## config.mk

```make
export PLATFORM = sky130hd
export DESIGN_NAME = scf_framer
export DESIGN_NICKNAME = d
export VERILOG_FILES = /design/src/scf_framer.v
export VERILOG_INCLUDE_DIRS = /design/src
export SDC_FILE = /design/constraint.sdc
export NUM_CORES = 1
export LEC_CHECK = 0
export ABC_AREA = 1
export BUFFER_PORTS_ARGS = -buffer_cell sky130_fd_sc_hd__buf_2
export CAP_MARGIN = 20
export CORE_UTILIZATION = 50
export DETAILED_ROUTE_END_ITERATION = 6
export HOLD_SLACK_MARGIN = 0.08
export PLACE_DENSITY = 0.76
export SETUP_SLACK_MARGIN = 0.3
export SYNTH_ARGS = -nofsm -noshare
export SYNTH_HDL_FRONTEND = slang
export SYNTH_SLANG_ARGS = --single-unit
```

## constraint.sdc

```tcl
create_clock -name pclk -period 3.07 [get_ports pclk]
set_input_delay 0.1535 -clock pclk [delete_from_list [all_inputs] [get_ports pclk]]
set_output_delay 0.1535 -clock pclk [all_outputs]
set_load 0.03 [all_outputs]
```

## src/scf_regs.vh

```
// Register map, field positions, reset values and counts of the sync character framer
`ifndef SCF_REGS_VH
`define SCF_REGS_VH

// ****************************************************************
// Register byte offsets
// ****************************************************************
`define SCF_OFF_CTRL        8'h00
`define SCF_OFF_STATUS      8'h04
`define SCF_OFF_RXDATA      8'h08
`define SCF_OFF_TXDATA      8'h0C

// ****************************************************************
// Control register fields
// ****************************************************************
`define SCF_CTRL_XMIT_BIT   0
`define SCF_CTRL_RXEN_BIT   1
`define SCF_CTRL_BCC_BIT    2
`define SCF_CTRL_RESET      2'h0

// ****************************************************************
// Status register fields
// ****************************************************************
`define SCF_ST_FIRST_BIT    0
`define SCF_ST_LOCK_BIT     1
`define SCF_ST_FOURTH_BIT   2
`define SCF_ST_RTS_BIT      3
`define SCF_ST_GATE_BIT     4
`define SCF_ST_TXFULL_BIT   5
`define SCF_ST_RXAVAIL_BIT  6
`define SCF_ST_OVR_BIT      7

// ****************************************************************
// Counts
// ****************************************************************
`define SCF_SYNC_COUNT      3'h4

`endif

```

## src/scf_framer.v

```verilog
// Synchronous sync-character framer with APB registers and receive FIFO
// Summary of operation
// - Locked only after two successive sync characters
// - While hunting, compare pattern after every bit
// - Second sync checked only on full character
// - Data set timing pulse samples line, stages, shifts
// - Sync match presets all ones plus zero marker
// - First sync flag limits presets to completed characters
// - Next sync locks; otherwise restart the hunt
// - Locked characters move to buffer when it has room
// - Syncs after lock are never passed on
// - Block check clear resets all three sync flags
// - Four device-made syncs precede every transmission
// - Start sets transmit flip-flop and request-to-send
// - Each enabled pulse shifts, drives lowest bit out
// - Start clears counter and requests a sync load
// - Ones fill behind; all ones sends parity, loads
// - Counter counts syncs; after four, load characters
// - Transmit control drop resets the sync counter
//
// Chosen here: the placing of the registers and the APB slave port.
`timescale 1ns/1ps
`default_nettype none
`include "scf_regs.vh"

// ****************************************************************
// Receive character FIFO
// ****************************************************************
module scf_fifo #(
    parameter W     = 8,
    parameter DEPTH = 32,
    parameter AW    = 5
) (
    input  wire         pclk,
    input  wire         presetn,
    input  wire         in_valid,
    output wire         in_ready,
    input  wire [W-1:0] in_data,
    output wire         out_valid,
    input  wire         out_ready,
    output wire [W-1:0] out_data
);
    reg [W-1:0] mem [0:DEPTH-1];
    reg [AW:0]  wptr;
    reg [AW:0]  rptr;
    wire        full;
    wire        empty;

    // Full and empty from pointer wrap bit
    assign empty     = (wptr == rptr);
    assign full      = (wptr[AW-1:0] == rptr[AW-1:0]) && (wptr[AW] != rptr[AW]);
    assign in_ready  = ~full;
    assign out_valid = ~empty;
    assign out_data  = mem[rptr[AW-1:0]];

    // Storage write
    always @(posedge pclk) begin
        if (in_valid && !full) begin
            mem[wptr[AW-1:0]] <= in_data;
        end
    end

    // Pointer update
    always @(posedge pclk or negedge presetn) begin
        if (!presetn) begin
            wptr <= {(AW+1){1'b0}};
            rptr <= {(AW+1){1'b0}};
        end else begin
            if (in_valid && !full) begin
                wptr <= wptr + 1'b1;
            end
            if (out_ready && !empty) begin
                rptr <= rptr + 1'b1;
            end
        end
    end
endmodule

// ****************************************************************
// Framer top
// ****************************************************************
module scf_framer #(
    parameter       CHAR_W     = 8,
    parameter [7:0] SYNC_PAT   = 8'h16,
    parameter       PARITY_ODD = 1,
    parameter       FIFO_DEPTH = 32,
    parameter       FIFO_AW    = 5
) (
    input  wire        pclk,
    input  wire        presetn,
    input  wire        psel,
    input  wire        penable,
    input  wire        pwrite,
    input  wire [7:0]  paddr,
    input  wire [31:0] pwdata,
    output reg  [31:0] prdata,
    output wire        pready,
    output reg         pslverr,
    input  wire        rx_line,
    input  wire        rx_timing,
    input  wire        transmit_bit_pulse,
    input  wire        send_clear_line,
    output wire        send_request_line,
    output reg         tx_line
);
    localparam DW = CHAR_W - 1;

    // ****************************************************************
    // Pin synchronisers and edge detection
    // ****************************************************************
    reg  [3:0] sync_a;
    reg  [3:0] sync_b;
    reg        rx_tim_d;
    reg        tx_tim_d;
    wire       rx_pulse;
    wire       tx_pulse;
    wire       rx_bit;
    wire       cts;

    // Two flip-flops per pin
    always @(posedge pclk or negedge presetn) begin
        if (!presetn) begin
            sync_a   <= 4'hF;
            sync_b   <= 4'hF;
            rx_tim_d <= 1'b1; // Matches the stages, no false edge at release
            tx_tim_d <= 1'b1; // Matches the stages, no false edge at release
        end else begin
            sync_a   <= {send_clear_line, transmit_bit_pulse, rx_timing, rx_line};
            sync_b   <= sync_a;
            rx_tim_d <= sync_b[1];
            tx_tim_d <= sync_b[2];
        end
    end

    assign rx_bit   = sync_b[0];
    assign cts      = sync_b[3];
    assign rx_pulse = sync_b[1] & ~rx_tim_d;
    assign tx_pulse = sync_b[2] & ~tx_tim_d;

    // ****************************************************************
    // Control state
    // ****************************************************************
    reg              transmit_control;
    reg              rx_enable;
    reg              block_check_clear;
    reg              xmit_c_d;
    reg              rx_overrun;
    reg              tx_buf_full;
    reg  [DW-1:0]    tx_buf;
    wire             apb_wr;
    wire             apb_rd;
    wire             tx_start_pulse;
    wire             tx_end_pulse;

    assign apb_wr         = psel & penable & pwrite;
    assign apb_rd         = psel & penable & ~pwrite;
    assign pready         = 1'b1;
    assign tx_start_pulse = transmit_control & ~xmit_c_d;
    assign tx_end_pulse   = ~transmit_control & xmit_c_d;

    // ****************************************************************
    // Receive path
    // ****************************************************************
    reg  [CHAR_W-1:0] rx_shift;
    reg               rx_stage;
    reg               rx_step;
    reg               first_sync_seen;
    reg               sync_locked;
    wire [CHAR_W-1:0] rx_window;
    wire              sync_pattern_match;
    wire              char_complete;
    wire              preset_shift_reg;
    wire              move_to_buffer;
    wire              fifo_in_ready;
    wire              fifo_out_valid;
    wire [CHAR_W-1:0] fifo_out_data;
    wire              rx_pop;

    // Newest bit sits in the staging flip-flop
    assign rx_window          = {rx_stage, rx_shift[CHAR_W-1:1]};
    assign sync_pattern_match = (rx_window == SYNC_PAT[CHAR_W-1:0]);
    assign char_complete      = ~rx_shift[0];

    // Preset on any match while hunting, else only on full characters
    assign preset_shift_reg = rx_step & rx_enable & (
                              (~first_sync_seen & ~sync_locked & sync_pattern_match)
                              | ((first_sync_seen | sync_locked) & char_complete));

    // Completed non-sync characters go to the buffer when it has room
    assign move_to_buffer = rx_step & rx_enable & sync_locked & char_complete
                            & ~sync_pattern_match & fifo_in_ready;
    assign rx_pop         = apb_rd & (paddr == `SCF_OFF_RXDATA);

    // Sample line into staging flip-flop, then into shift register
    always @(posedge pclk or negedge presetn) begin
        if (!presetn) begin
            rx_shift <= {CHAR_W{1'b1}};
            rx_stage <= 1'b1;
            rx_step  <= 1'b0;
        end else begin
            rx_step <= rx_pulse;
            if (preset_shift_reg) begin
                rx_shift <= {CHAR_W{1'b1}};
                rx_stage <= 1'b0;
            end else if (rx_pulse) begin
                rx_shift <= {rx_stage, rx_shift[CHAR_W-1:1]};
                rx_stage <= rx_bit;
            end
        end
    end

    // Sync state flags
    always @(posedge pclk or negedge presetn) begin
        if (!presetn) begin
            first_sync_seen <= 1'b0;
            sync_locked     <= 1'b0;
        end else if (block_check_clear || !rx_enable) begin
            first_sync_seen <= 1'b0;
            sync_locked     <= 1'b0;
        end else if (preset_shift_reg && !sync_locked) begin
            if (!first_sync_seen) begin
                first_sync_seen <= 1'b1;
            end else begin
                first_sync_seen <= 1'b0;
                sync_locked     <= sync_pattern_match;
            end
        end
    end

    // Overrun flag, set wins over write-one clear
    always @(posedge pclk or negedge presetn) begin
        if (!presetn) begin
            rx_overrun <= 1'b0;
        end else if (rx_step && rx_enable && sync_locked && char_complete
                     && !sync_pattern_match && !fifo_in_ready) begin
            rx_overrun <= 1'b1;
        end else if (apb_wr && paddr == `SCF_OFF_STATUS && pwdata[`SCF_ST_OVR_BIT]) begin
            rx_overrun <= 1'b0;
        end
    end

    scf_fifo #(
        .W     (CHAR_W),
        .DEPTH (FIFO_DEPTH),
        .AW    (FIFO_AW)
    ) u_rx_fifo (
        .pclk      (pclk),
        .presetn   (presetn),
        .in_valid  (move_to_buffer),
        .in_ready  (fifo_in_ready),
        .in_data   (rx_window),
        .out_valid (fifo_out_valid),
        .out_ready (rx_pop),
        .out_data  (fifo_out_data)
    );

    // ****************************************************************
    // Transmit path
    // ****************************************************************
    reg  [DW:0]   tx_shift;
    reg           tx_active;
    reg           tx_gate;
    reg           tx_par;
    reg           par_pending;
    reg  [2:0]    sync_cnt;
    wire          fourth_sync_done;
    wire          sync_load_request;
    wire          shift_en;
    wire          parity_insert;
    wire          load_sync_pattern;
    wire          buffer_to_shifter;
    wire          load_next_char;
    wire [DW-1:0] load_data;

    assign send_request_line = tx_active;
    assign fourth_sync_done  = (sync_cnt == `SCF_SYNC_COUNT);
    assign sync_load_request = tx_active & ~fourth_sync_done;
    assign shift_en          = tx_gate & tx_pulse;
    // Empty when all ones apart from the trailing marker zero
    assign parity_insert     = shift_en & (&tx_shift[DW:1]) & ~tx_shift[0];
    assign load_next_char    = parity_insert;
    assign load_sync_pattern = load_next_char & sync_load_request;
    assign buffer_to_shifter = load_next_char & fourth_sync_done & tx_buf_full;
    assign load_data         = load_sync_pattern ? SYNC_PAT[DW-1:0] : tx_buf;

    // Transmit flip-flop and clear-to-send gate
    always @(posedge pclk or negedge presetn) begin
        if (!presetn) begin
            tx_active <= 1'b0;
            tx_gate   <= 1'b0;
            xmit_c_d  <= 1'b0;
        end else begin
            xmit_c_d <= transmit_control;
            if (tx_start_pulse) begin
                tx_active <= 1'b1;
            end else if (tx_end_pulse) begin
                tx_active <= 1'b0;
            end
            if (!tx_active || !cts) begin
                tx_gate <= 1'b0;
            end else if (tx_pulse) begin
                tx_gate <= 1'b1;
            end
        end
    end

    // Sync counter
    always @(posedge pclk or negedge presetn) begin
        if (!presetn) begin
            sync_cnt <= 3'h0;
        end else if (tx_start_pulse || tx_end_pulse || block_check_clear) begin
            sync_cnt <= 3'h0;
        end else if (load_sync_pattern) begin
            sync_cnt <= sync_cnt + 3'h1;
        end
    end

    // Shift register, ones fill from behind, output flip-flop
    always @(posedge pclk or negedge presetn) begin
        if (!presetn) begin
            tx_shift    <= {{DW{1'b1}}, 1'b0};
            tx_line     <= 1'b1;
            tx_par      <= 1'b0;
            par_pending <= 1'b0;
        end else if (!tx_active) begin
            tx_shift    <= {{DW{1'b1}}, 1'b0};
            tx_line     <= 1'b1;
            par_pending <= 1'b0;
        end else if (parity_insert) begin
            tx_line <= par_pending ? tx_par : 1'b1;
            if (load_sync_pattern || buffer_to_shifter) begin
                tx_shift    <= {1'b0, load_data};
                tx_par      <= (^load_data) ^ (PARITY_ODD != 0);
                par_pending <= 1'b1;
            end else begin
                par_pending <= 1'b0;
            end
        end else if (shift_en) begin
            tx_line  <= tx_shift[0];
            tx_shift <= {1'b1, tx_shift[DW:1]};
        end
    end

    // ****************************************************************
    // APB register slave
    // ****************************************************************
    // Control and transmit holding register writes
    always @(posedge pclk or negedge presetn) begin
        if (!presetn) begin
            transmit_control  <= 1'b0;
            rx_enable         <= 1'b0;
            block_check_clear <= 1'b0;
            tx_buf_full       <= 1'b0;
            tx_buf            <= {DW{1'b0}};
        end else begin
            block_check_clear <= apb_wr && (paddr == `SCF_OFF_CTRL)
                                 && pwdata[`SCF_CTRL_BCC_BIT];
            if (apb_wr && paddr == `SCF_OFF_CTRL) begin
                transmit_control <= pwdata[`SCF_CTRL_XMIT_BIT];
                rx_enable        <= pwdata[`SCF_CTRL_RXEN_BIT];
            end
            if (buffer_to_shifter) begin
                tx_buf_full <= 1'b0;
            end else if (apb_wr && paddr == `SCF_OFF_TXDATA && !tx_buf_full) begin
                tx_buf      <= pwdata[DW-1:0];
                tx_buf_full <= 1'b1;
            end
        end
    end

    // Read data and error captured in the setup cycle
    always @(posedge pclk or negedge presetn) begin
        if (!presetn) begin
            prdata  <= 32'h0000_0000;
            pslverr <= 1'b0;
        end else if (psel && !penable) begin
            pslverr <= 1'b0;
            prdata  <= 32'h0000_0000;
            case (paddr)
                `SCF_OFF_CTRL: begin
                    prdata[`SCF_CTRL_XMIT_BIT] <= transmit_control;
                    prdata[`SCF_CTRL_RXEN_BIT] <= rx_enable;
                end
                `SCF_OFF_STATUS: begin
                    prdata[7:0] <= {rx_overrun, fifo_out_valid, tx_buf_full, tx_gate,
                                    tx_active, fourth_sync_done, sync_locked,
                                    first_sync_seen};
                end
                `SCF_OFF_RXDATA: begin
                    prdata[CHAR_W-1:0] <= fifo_out_valid ? fifo_out_data
                                                         : {CHAR_W{1'b0}};
                end
                `SCF_OFF_TXDATA: begin
                    prdata[DW-1:0] <= tx_buf;
                end
                default: begin
                    pslverr <= 1'b1;
                end
            endcase
        end
    end
endmodule
`default_nettype wire

```

# Word-level counts from Yosys, hierarchy flattened

Memory sizes are Yosys's and may differ from the RTL's.
Cells that the tools add are included.

Register bits after elaboration: 72
Latch bits: 0
RAM bits: 256
Memory bits (read-only): 0
Word-level logic and storage cells: 168
Memories: 1

Add/sub/neg operators: 3
$mul: 0
Div/mod/pow operators: 0
$lt $le $gt $ge: 0
Eq/ne operators: 11
Shifts and indexed selects: 0
Mux-type cells: 39
Bitwise gates (word level): 41
Reductions and logical operators: 46

Memories:

| memory        | words | bits a word | rd ports | clocked after Yosys merged registers in | wr ports | line            | text |
|---|---|---|---|---|---|---|---|
| u_rx_fifo.mem | 32    | 8           | 1        | 0                                       | 1        | scf_framer.v:43 | `reg [W-1:0] mem [0:DEPTH-1];` |

Operators with widths:

| kind                                                                   | count |
|---|---|
| 8-bit 2-to-1 mux                                                       | 7 |
| 1-bit 2-to-1 mux                                                       | 26 |
| 1-bit bitwise AND                                                      | 24 |
| 8-bit by 4-bit equality test with 1-bit output (second input constant) | 2 |
| 1-bit logical AND                                                      | 16 |
| 2-bit nonzero test                                                     | 8 |
| 1-bit NOT                                                              | 15 |
| 5-bit case mux with 3 select lines                                     | 1 |
| 6-bit by 1-bit adder with 6-bit output (second input constant)         | 2 |
| 1-bit logical NOT                                                      | 9 |
| 8-bit by 3-bit equality test with 1-bit output (second input constant) | 1 |
| 8-bit by 5-bit equality test with 1-bit output (second input constant) | 1 |
| 8-bit logical NOT                                                      | 1 |
| 2-bit case mux with 4 select lines                                     | 1 |
| 7-bit 2-to-1 mux                                                       | 1 |
| 7-bit AND reduction                                                    | 1 |
| 7-bit XOR reduction                                                    | 1 |
| 6-bit equality test                                                    | 1 |
| 3-bit 2-to-1 mux                                                       | 2 |
| 2-bit AND reduction                                                    | 3 |
| 5-bit equality test                                                    | 1 |
| 1-bit logical OR                                                       | 5 |
| 4-bit OR reduction                                                     | 1 |
| 3-bit by 1-bit adder with 3-bit output (second input constant)         | 1 |
| other kinds (8)                                                        | 9 |

# Depth between registers and ports, before layout

Depth after elaboration: 11
Gate-level depth with buffers: 16
Gate-level depth less buffers: 16

# Modules after synthesis

A second synthesis with hierarchy kept.

Cell total of the unflattened synthesis: 1622
Area total of the unflattened synthesis: 15497.4 um2

Modules (own cells, without submodules):

| module     | instances | cells each | area each (um2) | seq. area each (um2) |
|---|---|---|---|---|
| scf_fifo   | 1         | 1260       | 12315.6         | 7987.7 |
| scf_framer | 1         | 362        | 3181.8          | 1535.2 |

# Least setup slack after synthesis

Ideal clock, no wire load.

Path kind: flip-flop to flip-flop
Start: reg rx_shift[4]
End: mem u_rx_fifo.mem[29][0] (enable)
Library setup time: 0.370 ns
Arrival: 2.031 ns
Data required time: 2.700 ns
Setup slack: 0.669 ns
Cell stages (with the launch flop): 10
Period minus slack after synthesis: 2.401 ns
Cell sequence: dfstp_2 > inv_1 > nand4_1 > nor2_1 > nor3_1 > nand2_4 > inv_2 > buf_6 > nand2_4 > nor2_1

Longest elaborated chain between the ends: 7

Ends and longest elaborated chain:

| what                                           | line             | text |
|---|---|---|
| from (decl)                                    | scf_framer.v:164 | `reg [CHAR_W-1:0] rx_shift;` |
| from (signal assigned)                         | scf_framer.v:197 | `rx_shift <= {CHAR_W{1'b1}};` |
| from (signal assigned)                         | scf_framer.v:203 | `rx_shift <= {CHAR_W{1'b1}};` |
| from (signal assigned)                         | scf_framer.v:206 | `rx_shift <= {rx_stage, rx_shift[CHAR_W-1:1]};` |
| 8-bit by 5-bit equality test with 1-bit output | scf_framer.v:181 | `assign sync_pattern_match = (rx_window == SYNC_PAT[CHAR_W-1:0]);` |
| 1-bit NOT                                      | scf_framer.v:191 | `& ~sync_pattern_match & fifo_in_ready;` |
| 1-bit bitwise AND (2 in a row)                 | scf_framer.v:191 |  |
| 1-bit logical AND                              | scf_framer.v:58  | `if (in_valid && !full) begin` |
| 1-bit 2-to-1 mux                               | scf_framer.v:58  |  |
| 1-bit 2-to-1 mux (not written as such)         | scf_framer.v:59  | `mem[wptr[AW-1:0]] <= in_data;` |
| to (decl)                                      | scf_framer.v:43  |  |

Every way passes these cells.

# Worst setup path in the final report

Start: reg rx_shift[6]
End: mem u_rx_fifo.mem[23][6] (enable)

Same word-level chain as after synthesis.

==> run metrics <==
final period utilization=between 80% and 90%; critical path class=reg -> reg; overall power=about 11 mW; fraction of layout cells with a size suffix above 1=between 10% and 20%; WP data arrival=between 2 and 3 ns; peak supply drop=approximately 0.00053 V; Seq cells post-synth=roughly 330; CP max FO=12; setup TNS=0 ns; endpoints failing setup=0; Synth Flop Type=edfxtp_1; Area Overhead vs Synth=12.2%; r2r startpoint=rx_shift[6]$_DFFE_PN1P_; count of pins over their slew limit=0; Setup crit end kind=flip-flop; placed inst area=between 10000 and 15000 um2; Synth Instances=1271; die area=28800 um2; ys async rst share=22.0%; clk sinks=between 300 and 400; WL final=roughly 30000 um; Power per Cell Area=about 680 nW/um2; Max Clk Rate=approximately 370 MHz; Die X=approximately 170 um; unrepaired setup endpoints after global routing=true; P_leak=approximately 5.9 nW; final worst path period need=about 2.7 ns; Layout Skew=0.0163 ns; multiplexer share of the synthesized area=0%; Worst slew margin=between 30% and 40%; initial antenna violation count=0; CTS tree=yes; DRT Pass-1 Iters=6; adder-cell share of the synthesized area=less than 1%; clk_lat worst skew=0.51 ns; worst slew pin tran=~0.94 ns; Placer Congestion=0.893; GRT Overall Usage=between 20% and 30%; flop-to-flop setup slack=0.40 ns; NumNets Final=1376; Ports=85; cts bufs inserted=34; R2R depth=9; Clock transition at path regs=around 0.050 ns; sequential area share after synthesis=roughly two thirds; Max Cap Viol=0; post-route cell area=approximately 16000 um2; xor and xnor area share after synthesis=0.624%; Synth Area in Compound Gates=approximately 10%; CP startpoint kind=flip-flop; post-CTS setup buffers=0; HPWL after DPL=18200 um; ANT cells=0; status=finished clean; WP data required=3.20 ns; grt total ovfl=0; core area=~27000 um2; DRC viols=0; first-pass GRT wire length=47300 um; worst hold path class=in -> reg; final hold violation count=0; CTS Buffer Depth=3; vias=~9500; Buffers on Ports=35; Avg Inst Size Synth=between 10 and 15 um2; Worst Hold Margin=0.0969 ns; vias per cell=roughly 5.5; worst setup path startpoint=rx_shift[6]$_DFFE_PN1P_; wire per inst=~18 um; Post-synth EDFFs=256; Mapped Area=roughly 14000 um2; Yosys warning count=0; Initial Utilization=between 50 and 60%; starting DRC count in detailed routing=roughly 880; vias in the first global route=8902; simple-gate share of the synthesized area=15.3%; chip height=between 150 and 200 um; FF-to-FF End=u_rx_fifo.mem[23][6]$_DFFE_PP_; Routed Antenna Nets=0; Final Util=about 58%; largest net degree at the start of global routing=~120; post-synth cell types=40; Root Buffer=clkbuf_16; largest family of logic cells by synthesized area=simple AND/OR/NAND/NOR gates; row cnt=60; Worst Setup EP=u_rx_fifo.mem[23][6]$_DFFE_PP_; # H-tree levels=2
-- sequential cells by signal, summed over array words and instances (netlist names), 3 cells and up --
register	count
sync_a	4
tx_buf	7
rx_shift	8
u_rx_fifo.wptr	6
tx_shift	8
sync_b	4
u_rx_fifo.mem	256
sync_cnt	3
prdata	8
u_rx_fifo.rptr	6
-- per-layer routing --
layer,routed length [um],vias to the layer above,share of wire [%],global-route usage [%]
met5,0,-,0,0
met4,1230,0,4.0,10.3
met3,2020,79,6.7,3.29
met2,14600,373,48,34.8
met1,12500,4574,41,28.5
li1,-,4471,-,-
-- worst min path at each step --
stage | from | endpoint | slack [ns] | depth (start not counted)
after floorplan | presetn | block_check_clear$_DFF_PN0_ | -0.14 | 0
after global placement | rx_timing | sync_a[1]$_DFF_PN1_ | 0.26 | 1
after detailed placement | rx_timing | sync_a[1]$_DFF_PN1_ | 0.26 | 1
after CTS | paddr[0] | pslverr$_DFFE_PN0P_ | 0.08 | 5
after global routing | psel | u_rx_fifo.rptr[2]$_DFFE_PN0P_ | 0.15 | 3
final | paddr[0] | pslverr$_DFFE_PN0P_ | 0.1 | 5
-- cells by family (layout without fill, tap and decap cells) --
logic type                 Yosys count  after routing
adders and majority gates            8              8
AOI/OAI and AO/OA                  252            252
DFF                                328            328
other                                2             25
buffers and inverters              160            206
and+or+nand+nor                    511            511
xor gates and xnor gates            10             10
-- worst max-delay path: stages (launching register included) --
cell     delay [ns]
dfstp_2        0.53
inv_1          0.06
nand3_1        0.08
nor2_1         0.07
nor3_1         0.18
buf_4          0.18
nand2_4        0.06
inv_2          0.21
nand2_2        0.22
nor2_1         0.70
-- area by class of cell --
class | instances | area [um2]
fill | 2113 | 11500
sequential | 328 | 9530
multi-input combinational | 806 | 3890
clock buffer | 42 | 965
timing repair buffer | 70 | 490
tap | 372 | 465
inverter | 79 | 298
clock inverter | 15 | 118
-- cells in the final DEF (no fill, tap or decap), types with 2 or more instances in the layout --
cell,instances
buf_4,20
ha_1,8
clkinv_2,7
xor2_1,7
o21ai_1,9
nand2_1,195
nor3_1,7
clkinv_1,9
edfxtp_1,256
nand2_2,3
nand3_2,3
nor4_1,3
inv_2,8
conb_1,25
nor2_4,7
bufinv_16,2
nand3_1,57
nand3b_1,4
o22ai_1,34
dfstp_2,27
clkbuf_1,3
dfrtp_1,43
clkbuf_8,2
clkbuf_16,37
inv_1,67
buf_2,34
xnor2_1,3
nor2_1,201
nand2_4,3
o211ai_1,33
a21oi_1,23
nor2_2,9
o31ai_1,2
o21ai_0,150
nand4_1,14
dlygate4sd3_1,15
-- cell usage after synthesis (3+ instances only) --
cell      instances  share of area (%)
edfxtp_1        256                 55
nor2_1          214                5.7
nand2_1         196                5.2
o21ai_0         150                5.3
inv_1            67                1.8
nand3_1          57                2.0
dfrtp_1          45                8.0
buf_4            34                1.8
o22ai_1          34                1.5
o211ai_1         33                1.8
dfstp_2          27                5.1
buf_2            26               0.93
a21oi_1          23               0.82
clkbuf_1         16               0.43
nand4_1          14               0.62
o21ai_1           9               0.32
ha_1              8               0.71
inv_2             8               0.21
nor3_1            7               0.25
xor2_1            7               0.44
nand3b_1          4               0.21
buf_1             3              0.080
clkinv_1          3              0.080
nand2_4           3               0.24
nand3_2           3               0.21
nor4_1            3               0.13
xnor2_1           3               0.19
-- power breakdown --
group          switching, mW  leakage, nW  total, mW  internal, mW
Combinational          0.902         2.27       1.15         0.250
Sequential             0.113         3.13       5.59          5.47
Clock                   1.59        0.535       3.97          2.38
Total                   2.60         5.94       10.7          8.10
-- what timing repair did --
item,4_1_cts,5_1_grt
gates resized for setup,2,18
hold buffers,15,0
setup endpoints to repair,32,152
endpoints found under the hold margin,65,0
gates cloned,0,0
-- metrics by stage --
step           cells  worst slack [ns]
6_report        1712             0.402
5_1_grt         1712             0.182
4_1_cts         1712             0.261
3_5_place_dp    1640             0.229
3_3_place_gp    1640             0.324
2_1_floorplan   1294             0.669
(Power assumes the default switching activity.)
